--- src/pkg/msgbuf_pkg.sv ---
/*
 * Package for the CAN message buffer block: register offsets, field
 * positions, reset values and the frame-side constants.
 * Assumes an APB slave with 32-bit data, one aligned word per register.
 */
package msgbuf_pkg;

   // Byte addresses of the buffer registers, one word per register.
   localparam logic [7:0] ID_BYTE0_OFS   = 8'h00;
   localparam logic [7:0] ID_BYTE1_OFS   = 8'h04;
   localparam logic [7:0] ID_BYTE2_OFS   = 8'h08;
   localparam logic [7:0] ID_BYTE3_OFS   = 8'h0C;
   localparam logic [7:0] PAYLOAD0_OFS   = 8'h10;
   localparam logic [7:0] PAYLOAD7_OFS   = 8'h2C;
   localparam logic [7:0] LENGTH_OFS     = 8'h30;
   localparam logic [7:0] CONTROL_OFS    = 8'h34;
   localparam logic [7:0] STATUS_OFS     = 8'h38;

   // Field positions inside the identifier bytes and the length code.
   localparam int STD_RTR_BIT  = 4;
   localparam int STD_FMT_BIT  = 3;
   localparam int EXT_SRR_BIT  = 4;
   localparam int EXT_FMT_BIT  = 3;
   localparam int EXT_RTR_BIT  = 0;
   localparam int DLC_MSB      = 3;

   // Frame-side constants.
   localparam int STD_ID_BITS  = 11;
   localparam int EXT_ID_BITS  = 29;
   localparam logic [3:0] MAX_DATA_BYTES = 4'h8;

   // Reset value of the identifier bytes and the length code; the payload memory has no reset.
   localparam logic [7:0] BYTE_RESET   = 8'h00;

   // Control register bits.
   localparam int CTRL_SEND_BIT = 0;

   // Status register bits.
   localparam int STAT_BUSY_BIT = 0;
   localparam int STAT_RXV_BIT  = 1;

   // Sender states.
   typedef enum logic [1:0] {
      TX_IDLE = 2'b00,
      TX_ID   = 2'b01,
      TX_DATA = 2'b10
   } tx_state_t;

endpackage

--- src/core/can_msg_buffer.sv ---
/*
 * One CAN message buffer: identifier bytes, payload bytes and length
 * code behind an APB slave, a serialiser that sends the stored frame
 * header and payload most significant bit first, and a capture port
 * that loads a received frame from the protocol engine.
 * Assumes the protocol engine pulls one bit per tx_bit_ready and
 * presents received frames as a single-cycle load strobe.
 */
// The address map and the APB register port were decided locally.
module can_msg_buffer
   import msgbuf_pkg::*;
#(
   parameter int PAYLOAD_DEPTH = 8
) (
   input  wire logic         pclk,
   input  wire logic         presetn,
   input  wire logic         psel,
   input  wire logic         penable,
   input  wire logic         pwrite,
   input  wire logic [7:0]   paddr,
   input  wire logic [31:0]  pwdata,
   output logic      [31:0]  prdata,
   output logic              pready,
   output logic              pslverr,
   input  wire logic         tx_bit_ready,
   output logic              tx_bit,
   output logic              tx_bit_valid,
   output logic              tx_frame_end,
   input  wire logic         rx_load,
   input  wire logic [7:0]   rx_id_byte0,
   input  wire logic [7:0]   rx_id_byte1,
   input  wire logic [7:0]   rx_id_byte2,
   input  wire logic [7:0]   rx_id_byte3,
   input  wire logic [63:0]  rx_payload,
   input  wire logic [3:0]   rx_length_code
);

   // Elaboration check: the address map and copy logic serve eight bytes.
   if (PAYLOAD_DEPTH != 8) begin : g_depth_check
      $error("can_msg_buffer supports exactly eight payload bytes");
   end

   // Storage of the identifier bytes and length code.
   logic [7:0] id_byte0_ff;
   logic [7:0] id_byte1_ff;
   logic [7:0] id_byte2_ff;
   logic [7:0] id_byte3_ff;
   logic [3:0] length_code_ff;
   logic       rx_valid_ff;

   // Sender state.
   tx_state_t  tx_state_ff;
   logic [5:0] bit_cnt_ff;
   logic [3:0] byte_cnt_ff;
   logic [3:0] byte_total_ff;
   logic [28:0] id_shift_ff;
   logic [7:0] data_shift_ff;
   logic       data_load_ff;
   logic       data_gap_ff;
   logic       frame_end_ff;

   // APB decode.
   logic        wr_en;
   logic        rd_en;
   logic        payload_hit;
   logic [2:0]  payload_idx;
   logic        mapped;
   logic        busy;
   logic        send_req;

   assign wr_en       = psel && penable && pwrite;
   assign rd_en       = psel && penable && !pwrite;
   assign payload_hit = (paddr >= PAYLOAD0_OFS) && (paddr <= PAYLOAD7_OFS)
                        && (paddr[1:0] == 2'b00);
   assign payload_idx = 3'(paddr[4:2] - PAYLOAD0_OFS[4:2]);
   assign busy        = (tx_state_ff != TX_IDLE);
   assign send_req    = wr_en && (paddr == CONTROL_OFS)
                        && pwdata[CTRL_SEND_BIT] && !busy;

   // Address map check; unmapped addresses answer with an error.
   always_comb begin
      unique case (paddr)
         ID_BYTE0_OFS, ID_BYTE1_OFS, ID_BYTE2_OFS, ID_BYTE3_OFS,
         LENGTH_OFS, CONTROL_OFS, STATUS_OFS: mapped = 1'b1;
         default:                             mapped = payload_hit;
      endcase
   end

   // Reads of the payload memory take one wait state for the
   // registered memory port; all other accesses complete at once.
   logic rd_wait_ff;

   always_ff @(posedge pclk or negedge presetn) begin
      if (!presetn) begin
         rd_wait_ff <= 1'b0;
      end else begin
         rd_wait_ff <= rd_en && payload_hit && !rd_wait_ff;
      end
   end

   assign pready  = !(rd_en && payload_hit && !rd_wait_ff);
   assign pslverr = psel && penable && pready && !mapped;

   // Payload memory shared by software, receiver and sender.
   logic       mem_we;
   logic [2:0] mem_waddr;
   logic [7:0] mem_wdata;
   logic [2:0] mem_raddr;
   logic [7:0] mem_rdata;
   logic [2:0] rx_idx_ff;
   logic       rx_copy_ff;
   logic [63:0] rx_payload_ff;

   // Received payload bytes are copied one per cycle after rx_load.
   always_ff @(posedge pclk or negedge presetn) begin
      if (!presetn) begin
         rx_copy_ff    <= 1'b0;
         rx_idx_ff     <= 3'h0;
         rx_payload_ff <= 64'h0;
      end else if (rx_load) begin
         rx_copy_ff    <= 1'b1;
         rx_idx_ff     <= 3'h0;
         rx_payload_ff <= rx_payload;
      end else if (rx_copy_ff) begin
         rx_idx_ff     <= 3'(rx_idx_ff + 3'h1);
         rx_payload_ff <= {8'h00, rx_payload_ff[63:8]};
         if (rx_idx_ff == 3'h7) begin
            rx_copy_ff <= 1'b0;
         end
      end
   end

   // Receiver copy takes the memory write port before software.
   always_comb begin
      if (rx_copy_ff) begin
         mem_we    = 1'b1;
         mem_waddr = rx_idx_ff;
         mem_wdata = rx_payload_ff[7:0];
      end else begin
         mem_we    = wr_en && payload_hit && !busy;
         mem_waddr = payload_idx;
         mem_wdata = pwdata[7:0];
      end
   end

   assign mem_raddr = busy ? byte_cnt_ff[2:0] : payload_idx;

   msgbuf_byte_store #(
      .DEPTH (PAYLOAD_DEPTH)
   ) u_store (
      .pclk     (pclk),
      .we       (mem_we),
      .waddr    (mem_waddr),
      .wdata    (mem_wdata),
      .raddr    (mem_raddr),
      .rdata_ff (mem_rdata)
   );

   // Identifier and length registers; a received frame wins over a
   // software write in the same cycle.  Writes are refused while sending.
   always_ff @(posedge pclk or negedge presetn) begin
      if (!presetn) begin
         id_byte0_ff    <= BYTE_RESET;
         id_byte1_ff    <= BYTE_RESET;
         id_byte2_ff    <= BYTE_RESET;
         id_byte3_ff    <= BYTE_RESET;
         length_code_ff <= BYTE_RESET[3:0];
      end else if (rx_load) begin
         // Remote, format and substitute bits stored as received.
         id_byte0_ff    <= rx_id_byte0;
         id_byte1_ff    <= rx_id_byte1;
         id_byte2_ff    <= rx_id_byte2;
         id_byte3_ff    <= rx_id_byte3;
         length_code_ff <= rx_length_code;
      end else if (wr_en && !busy) begin
         unique case (paddr)
            ID_BYTE0_OFS: id_byte0_ff    <= pwdata[7:0];
            ID_BYTE1_OFS: id_byte1_ff    <= pwdata[7:0];
            ID_BYTE2_OFS: id_byte2_ff    <= pwdata[7:0];
            ID_BYTE3_OFS: id_byte3_ff    <= pwdata[7:0];
            LENGTH_OFS:   length_code_ff <= pwdata[DLC_MSB:0];
            default: ;
         endcase
      end
   end

   // Received-frame flag, cleared by reading status; a new frame wins.
   always_ff @(posedge pclk or negedge presetn) begin
      if (!presetn) begin
         rx_valid_ff <= 1'b0;
      end else if (rx_load) begin
         rx_valid_ff <= 1'b1;
      end else if (rd_en && paddr == STATUS_OFS) begin
         rx_valid_ff <= 1'b0;
      end
   end

   // Read data mux; unused bits read as zero.
   always_comb begin
      prdata = 32'h0;
      if (rd_en) begin
         unique case (paddr)
            ID_BYTE0_OFS: prdata[7:0] = id_byte0_ff;
            ID_BYTE1_OFS: prdata[7:0] = id_byte1_ff;
            ID_BYTE2_OFS: prdata[7:0] = id_byte2_ff;
            ID_BYTE3_OFS: prdata[7:0] = id_byte3_ff;
            LENGTH_OFS:   prdata[3:0] = length_code_ff;
            STATUS_OFS: begin
               prdata[STAT_BUSY_BIT] = busy;
               prdata[STAT_RXV_BIT]  = rx_valid_ff;
            end
            default:      prdata[7:0] = payload_hit ? mem_rdata : 8'h00;
         endcase
      end
   end

   // Header bits assembled from the stored bytes by format.
   logic        ext_fmt;
   logic        rtr_flag;
   logic [28:0] ident;
   logic [5:0]  hdr_bits;
   logic [3:0]  data_bytes;

   assign ext_fmt = id_byte1_ff[STD_FMT_BIT];

   always_comb begin
      if (ext_fmt) begin
         ident    = {id_byte0_ff, id_byte1_ff[7:5], id_byte1_ff[2:0],
                     id_byte2_ff, id_byte3_ff[7:1]};
         rtr_flag = id_byte3_ff[EXT_RTR_BIT];
         hdr_bits = 6'(EXT_ID_BITS);
      end else begin
         // Bytes 2 and 3 are not used in standard format.
         ident    = {18'h0, id_byte0_ff, id_byte1_ff[7:5]};
         rtr_flag = id_byte1_ff[STD_RTR_BIT];
         hdr_bits = 6'(STD_ID_BITS);
      end
   end

   // Remote frames send no data; data frames clip the count to eight.
   always_comb begin
      if (rtr_flag) begin
         data_bytes = 4'h0;
      end else if (length_code_ff > MAX_DATA_BYTES) begin
         data_bytes = MAX_DATA_BYTES;
      end else begin
         data_bytes = length_code_ff;
      end
   end

   // Sender: identifier most significant bit first, so the smaller
   // identifier keeps its dominant zeros earliest in arbitration.
   always_ff @(posedge pclk or negedge presetn) begin
      if (!presetn) begin
         tx_state_ff   <= TX_IDLE;
         bit_cnt_ff    <= 6'h0;
         byte_cnt_ff   <= 4'h0;
         byte_total_ff <= 4'h0;
         id_shift_ff   <= 29'h0;
         data_shift_ff <= 8'h00;
         data_load_ff  <= 1'b0;
         data_gap_ff   <= 1'b0;
         frame_end_ff  <= 1'b0;
      end else begin
         frame_end_ff <= 1'b0;
         // A gap cycle lets the memory read port see the new byte index
         // before the load takes its data; loading at once repeats a byte.
         data_gap_ff  <= 1'b0;
         data_load_ff <= data_gap_ff;
         unique case (tx_state_ff)
            TX_IDLE: begin
               if (send_req) begin
                  tx_state_ff   <= TX_ID;
                  bit_cnt_ff    <= hdr_bits;
                  byte_cnt_ff   <= 4'h0;
                  byte_total_ff <= data_bytes;
                  // Left-align so bit 28 is always the next one out.
                  id_shift_ff   <= ext_fmt ? ident
                                  : {ident[10:0], 18'h0};
               end
            end
            TX_ID: begin
               if (tx_bit_ready) begin
                  id_shift_ff <= {id_shift_ff[27:0], 1'b0};
                  bit_cnt_ff  <= 6'(bit_cnt_ff - 6'h1);
                  if (bit_cnt_ff == 6'h1) begin
                     if (byte_total_ff == 4'h0) begin
                        tx_state_ff  <= TX_IDLE;
                        frame_end_ff <= 1'b1;
                     end else begin
                        tx_state_ff  <= TX_DATA;
                        data_gap_ff  <= 1'b1;
                        bit_cnt_ff   <= 6'h0;
                     end
                  end
               end
            end
            TX_DATA: begin
               if (data_load_ff) begin
                  data_shift_ff <= mem_rdata;
                  bit_cnt_ff    <= 6'h8;
               end else if (tx_bit_ready && bit_cnt_ff != 6'h0) begin
                  data_shift_ff <= {data_shift_ff[6:0], 1'b0};
                  bit_cnt_ff    <= 6'(bit_cnt_ff - 6'h1);
                  if (bit_cnt_ff == 6'h1) begin
                     byte_cnt_ff <= 4'(byte_cnt_ff + 4'h1);
                     if (4'(byte_cnt_ff + 4'h1) == byte_total_ff) begin
                        tx_state_ff  <= TX_IDLE;
                        frame_end_ff <= 1'b1;
                     end else begin
                        data_gap_ff  <= 1'b1;
                     end
                  end
               end
            end
            default: tx_state_ff <= TX_IDLE;
         endcase
      end
   end

   // Serial outputs toward the protocol engine.
   assign tx_bit_valid = (tx_state_ff == TX_ID)
                         || (tx_state_ff == TX_DATA && !data_load_ff
                             && bit_cnt_ff != 6'h0);
   assign tx_bit       = (tx_state_ff == TX_ID) ? id_shift_ff[28]
                                                : data_shift_ff[7];
   assign tx_frame_end = frame_end_ff;

endmodule // can_msg_buffer

--- src/core/msgbuf_byte_store.sv ---
/*
 * Small byte memory holding the eight payload bytes of one buffer.
 * Assumes one write port and one read port in the pclk domain; read
 * data come out of a register one cycle after the address.
 */
module msgbuf_byte_store #(
   parameter int DEPTH = 8
) (
   input  wire logic                     pclk,
   input  wire logic                     we,
   input  wire logic [$clog2(DEPTH)-1:0] waddr,
   input  wire logic [7:0]               wdata,
   input  wire logic [$clog2(DEPTH)-1:0] raddr,
   output logic      [7:0]               rdata_ff
);

   logic [7:0] mem [DEPTH];

   // Write port.
   always_ff @(posedge pclk) begin
      if (we) begin
         mem[waddr] <= wdata;
      end
   end

   // Registered read port.
   always_ff @(posedge pclk) begin
      rdata_ff <= mem[raddr];
   end

endmodule // msgbuf_byte_store

--- config.mk ---
export PLATFORM = sky130hd
export DESIGN_NAME = can_msg_buffer
export DESIGN_NICKNAME = d
export VERILOG_FILES = /design/src/pkg/msgbuf_pkg.sv /design/src/core/can_msg_buffer.sv /design/src/core/msgbuf_byte_store.sv
export SDC_FILE = /design/constraint.sdc
export NUM_CORES = 1
export LEC_CHECK = 0
export BUFFER_PORTS_ARGS = -buffer_cell sky130_fd_sc_hd__clkbuf_2
export CAP_MARGIN = 30
export CORE_MARGIN = 1.5
export CORE_UTILIZATION = 45
export DETAILED_ROUTE_END_ITERATION = 10
export PLACE_DENSITY_LB_ADDON = 0.25
export SYNTH_ARGS = -nofsm -noshare
export SYNTH_HDL_FRONTEND = slang
export SYNTH_SLANG_ARGS = --single-unit
export TNS_END_PERCENT = 20
--- constraint.sdc ---
create_clock -name pclk -period 3.4 [get_ports pclk]
set_input_delay 0.85 -clock pclk [delete_from_list [all_inputs] [get_ports pclk]]
set_output_delay 0.85 -clock pclk [all_outputs]
set_load 0.02 [all_outputs]
* Word-level counts from Yosys, hierarchy flattened
Memory sizes are Yosys's and may differ from the RTL's. A register that Yosys moved wholly into a read port is not among the register bits.
Index checks and enable logic that the tools add are counted.
** Storage, ports and cells
- Flip-flop bits (word level) :: 162
- Bits in writable memories :: 64
- Input bits :: 147
- Output and inout bits :: 37
- Word-level logic and storage cells :: 188
- Memories :: 1
** Cells by class
- Add/subtract/negate cells :: 4
- Magnitude comparators :: 3
- Eq/ne operators :: 19
- Mux-type cells :: 85
- Reduce and logical (&&, ||, !) cells :: 57
** Memory list
- u_store.mem :: words 8, bits a word 8, rd ports 1, clocked after Yosys merged registers in 1, write ports 1, line msgbuf_byte_store.sv:17 : logic [7:0] mem [DEPTH];
** Operators by type and width (number)
- $mux 8 :: 17
- $mux 64 :: 2
- $mux 29 :: 4
- $pmux 29 s2 :: 1
- $mux 4 :: 9
- $mux 6 :: 6
- $mux 1 :: 25
- $eq 8x6->1 const B :: 3
- $pmux 2 s6 :: 2
- $reduce_bool 2->1 :: 12
- $pmux 4 s5 :: 1
- $logic_and 1x1->1 :: 19
- $pmux 6 s3 :: 1
- $eq 8x4->1 const B :: 2
- $mux 2 :: 8
- $ne 2x2->1 const B :: 7
- $reduce_and 2->1 :: 7
- $mux 3 :: 4
- $eq 8x3->1 const B :: 1
- $ge 8x5->1 const B :: 1
- $le 8x6->1 const B :: 1
- $logic_not 8->1 :: 1
- $pmux 4 s2 :: 1
- $reduce_and 7->1 :: 1
- 25 further kinds :: 32

* Depth between registers and ports, before layout
- Depth after elaboration :: 8
- Mapped depth :: 8
- Depth with buffers taken out :: 7

* By module
Synthesis repeated with hierarchy kept, for this count alone.
** Unflattened totals
- Cell total of the unflattened synthesis :: 1021
- Area, all modules :: 11353.4 um2
** Modules (own cells, without submodules)
- can_msg_buffer :: times used 1, cells each 907, area each 8662.1 um2, seq. area each 4053.9 um2
- msgbuf_byte_store :: times used 1, cells each 114, area each 2691.3 um2, seq. area each 2082.0 um2

* Worst setup path after synthesis
No wires, ideal clock.
- Path kind :: input -> output
- Start point :: input port paddr[4]
- End point :: output port prdata[1]
- Arrival :: 2.379 ns
- Required time :: 2.550 ns
- Slack :: 0.171 ns
- Stages :: 6
- Path buffers :: 2
- Cells stage by stage :: buf_2 > nor4_2 > and2_1 > buf_2 > a22oi_1 > a31oi_1
** On the way
- Longest elaborated chain between the ends :: 6
- Elaborated cells on any way between the ends :: 13
- Those cells by class :: 2 x order compare; 5 x eq/ne; 3 x mux; 3 x reduce/logical
** RTL lines
- start: declaration :: line can_msg_buffer.sv:20 : input wire logic [7:0] paddr,
- $ge 8x5->1 or $le 8x6->1 (tied branches) :: line can_msg_buffer.sv:73 : assign payload_hit = (paddr >= PAYLOAD0_OFS) && (paddr <= PAYLOAD7_OFS)
- $logic_and 1x1->1 :: line can_msg_buffer.sv:73
- $logic_and 1x1->1 :: line can_msg_buffer.sv:74 : && (paddr[1:0] == 2'b00);
- $mux 8 :: line can_msg_buffer.sv:212 : default: prdata[7:0] = payload_hit ? mem_rdata : 8'h00;
- $pmux 2 s6 (*) :: line can_msg_buffer.sv:202 : unique case (paddr)
- $mux 8 (*) :: line can_msg_buffer.sv:201 : if (rd_en) begin
- end: declaration :: line can_msg_buffer.sv:22 : output logic [31:0] prdata,
Every way passes the cells marked *; elsewhere a longest branch is shown, timed or not.

* Final worst setup path
- Start point :: input port paddr[1]
- End point :: output port prdata[3]
The elaborated chain is that of the path after synthesis.

==> summary.md <==
| Metric | Value |
|---|---|
| Syn Area/Cell | 11.19 um2 |
| Post-Synthesis Cells | 1008 |
| CTS Sinks | 234 |
| Initial antenna violation count | 2 |
| Total Power | 7.643 mW |
| Area of the multi-input gates | ~0.0047 mm2 |
| Relative slew slack | between 40 and 50% |
| GRT Util Overall | 21.56% |
| # H-tree levels | 1 |
| Post-DP Area | 0.01231 mm2 |
| Met1 GRT Util | 30.60% |
| Detail Route Antenna Nets | 0 |
| Delay of the slowest cell on the worst path | 0.34 ns |
| Min-Delay Path Class | in -> async |
| DIE WIDTH | ~160 um |
| Setup bufs post-CTS | 0 |
| VDD IR max | 0.3002 mV |
| Worst Setup End Kind | primary output |
| CTS tree | done |
| Register area | 0.006140 mm2 |
| Final Hold Vio Count | 0 |
| CP Max Fanout | 10 |
| Required time worst endpoint | 2.55 ns |
| Setup_tns | 0 ns |
| R2R depth | 6 |
| Avg WL per Cell | 18.47 um |
| Largest net degree at the start of global routing | 74 |
| Vias in the first global route | 7637 |
| R2R Setup Slk | 0.75 ns |
| FP Rows | 57 |
| Critical-path top delay cell | or2_2 |
| Setup Viol. Count Final | 0 |
| WHS | 0.3015 ns |
| Area Growth Syn to Fin | 16.10% |
| Fmax | 307.4 MHz |
| Final Skew | 0.01075 ns |
| Worst EP arrival | ~2.4 ns |
| Max Cap Viol | 0 |
| Initial Util | a little under half |
| CORE AREA | 0.02446 mm2 |
| Worst path most repeated cell | clkbuf_2 |
| Post-synth EDFFs | 64 |
| RR Endpoint | u_store.rdata_ff[6] |
| Most used routing layer | met2 |
| Period Utilization, post-route | 95.68% |
| Fin area | 0.01309 mm2 |
| Die height | 161.3 um |
| Final GP Congestion | 0.8856 |
| Clock Pin Slew Worst Setup and Hold Paths | about 0.06 ns |
| Max Transition Viols Final | 0 |
| Tmin final | 3.253 ns |
| Grt met2 use | between 30% and 40% |
| # nets final | 1298 |
| Seq cells post-synth | 234 |
| Grt total ovfl | 0 |
| Post-synth ARST share | between 60% and 70% |
| DRT iter0 DRCs | 720 |
| Ys flop type | dfrtp_1 |
| Reg-to-reg startpoint | tx_state_ff[1] |
| First-pass DRT Iterations | 6 |
| M3 GR Usage | under 10% |
| Setup repair after global routing missed its margin | false |
| Pwr dens | 583.8 mW/mm2 |
| Vias | 7908 |
| Share of cells above drive strength 1 | 22.91% |
| Register area share after synthesis | 54.42% |
| IO Port Bufs | ~140 |
| Worst Tran Pin Value | 0.8215 ns |
| Leakage | 5.953 nW |
| First-pass GRT wire length | 43.88 mm |
| Yosys warns | 0 |
| Hpwl dp | 19.22 mm |
| DIE AREA | between 0.02 and 0.03 mm2 |
| Post-synthesis cell type count | 62 |
| CP Cell Sequence | clkbuf_2 > or2_2 > nor4_2 > buf_4 > a22oi_1 > a21oi_1 > clkbuf_2 |
| CTS Buffer Depth | 3 |
| DRC violations left | 0 |
| Startpoint types | input port |
| Crit path kind | in -> out |
| Cell Area, Synth | between 0.01 and 0.015 mm2 |
| Clock Latency Late Sink | between 0.5 and 0.6 ns |
| Clk root buf | clkbuf_16 |
| DRT Wirelength | 27.44 mm |
| Ports | approximately 180 |
| Status | finished clean |
| Fill cell count | between 2000 and 2500 |
| CTS buffer count | 25 |
| Vias/cell | about 5.3 |
[power by group]
part	total (mW)	switching [mW]	internal [mW]
clock	2.59	1.13	1.46
combinational	1.42	0.789	0.630
sequential	3.64	0.297	3.34
[cell families (layout without fill, tap and decap cells)]
kind of cell	after synthesis	count (layout)	share of synthesized area [%]
adders and majority gates	9	9	0.9987
DFF	234	234	54.42
other	1	25	0.03326
muxes	156	156	16.40
AOI/OAI and AO/OA	226	226	11.61
and+or+nand+nor	272	272	10.99
buffers and inverters	102	232	4.816
xor gates and xnor gates	8	8	0.7434
[sequential cells by signal (all words and copies together) (netlist names), 2 cells and up]
register and count:
rx_idx_ff 3, rx_payload_ff 64, id_byte3_ff 8, u_store.mem 64, id_byte0_ff 8, data_shift_ff 8
byte_total_ff 4, length_code_ff 4, id_byte1_ff 8, byte_cnt_ff 4, id_shift_ff 29, id_byte2_ff 8
u_store.rdata_ff 8, bit_cnt_ff 6, tx_state_ff 2
[layer usage]
metal	wire length (um)	part of all wire (%)	up-vias
met5	0	0	-
met4	509	1.9	0
met3	2126	7.7	41
met2	12530	46	255
met1	12270	45	3762
li1	-	-	3850
[worst max-delay path, delay by kind of cell]
family          cells  cell delay (ns)
compound gates      2             0.39
simple gates        2             0.60
buf+inv             3             0.56
[worst max-delay path by stage]
stage,endpoint,slack [ns],from
after floorplan,prdata[1],0.17,paddr[4]
after global placement,prdata[3],0.10,paddr[1]
after detailed placement,prdata[3],0.11,paddr[1]
after CTS,prdata[3],0.09,paddr[1]
after global routing,prdata[1],0.05,paddr[6]
final,prdata[3],0.15,paddr[1]
[synth_stat cells (16+ instances only)]
cell type	number	area share, %
dfrtp_1	162	36
nand2_1	141	4.7
o21ai_0	123	5.5
mux2i_1	115	10
edfxtp_1	64	17
nor2_1	61	2.0
clkbuf_1	45	1.5
a21oi_1	41	1.8
a22oi_1	25	1.7
buf_4	24	1.6
mux4_2	21	4.2
mux2_2	20	2.0
inv_1	16	0.53
[cell usage in the layout (no fill, tap or decap), drive strengths merged, types with 24 or more instances in the layout]
master,synthesis,routed
mux2i,115,115
clkbuf,45,163
a22oi,25,25
edfxtp,64,64
dfrtp,162,162
nand2,141,141
conb,1,24
o21ai,126,126
a21oi,43,43
buf,41,37
nor2,63,63
[cell type report]
| class | instances | area share [%] |
|---|---|---|
| Multi-Input combinational cell | 695 | 35.90 |
| Clock buffer | 30 | 4.999 |
| Inverter | 16 | 0.4588 |
| Clock inverter | 16 | 0.9175 |
| Antenna cell | 1 | 0.01911 |
| Tap cell | 324 | 3.097 |
| Timing Repair Buffer | 170 | 7.713 |
| Sequential cell | 234 | 46.90 |
[timing repair]
item / CTS / global route
endpoints found under the setup margin: 0 / 1
resized for setup: 0 / 1
hold endpoints to repair: 0 / 0
hold buffers: 0 / 0
[per-stage QoR]
| stage | utilization, % | setup slack (ns) | std cells |
|---|---|---|---|
| after floorplan | - | 0.1710 | 1031 |
| after global placement | 50.31 | 0.1018 | 1439 |
| after detailed placement | 50.31 | 0.1110 | 1439 |
| after CTS | 53.48 | 0.09354 | 1485 |
| after global routing | 53.51 | 0.04808 | 1485 |
| final | 53.52 | 0.1468 | 1486 |
Note: power is estimated with default switching activity, not from simulation.
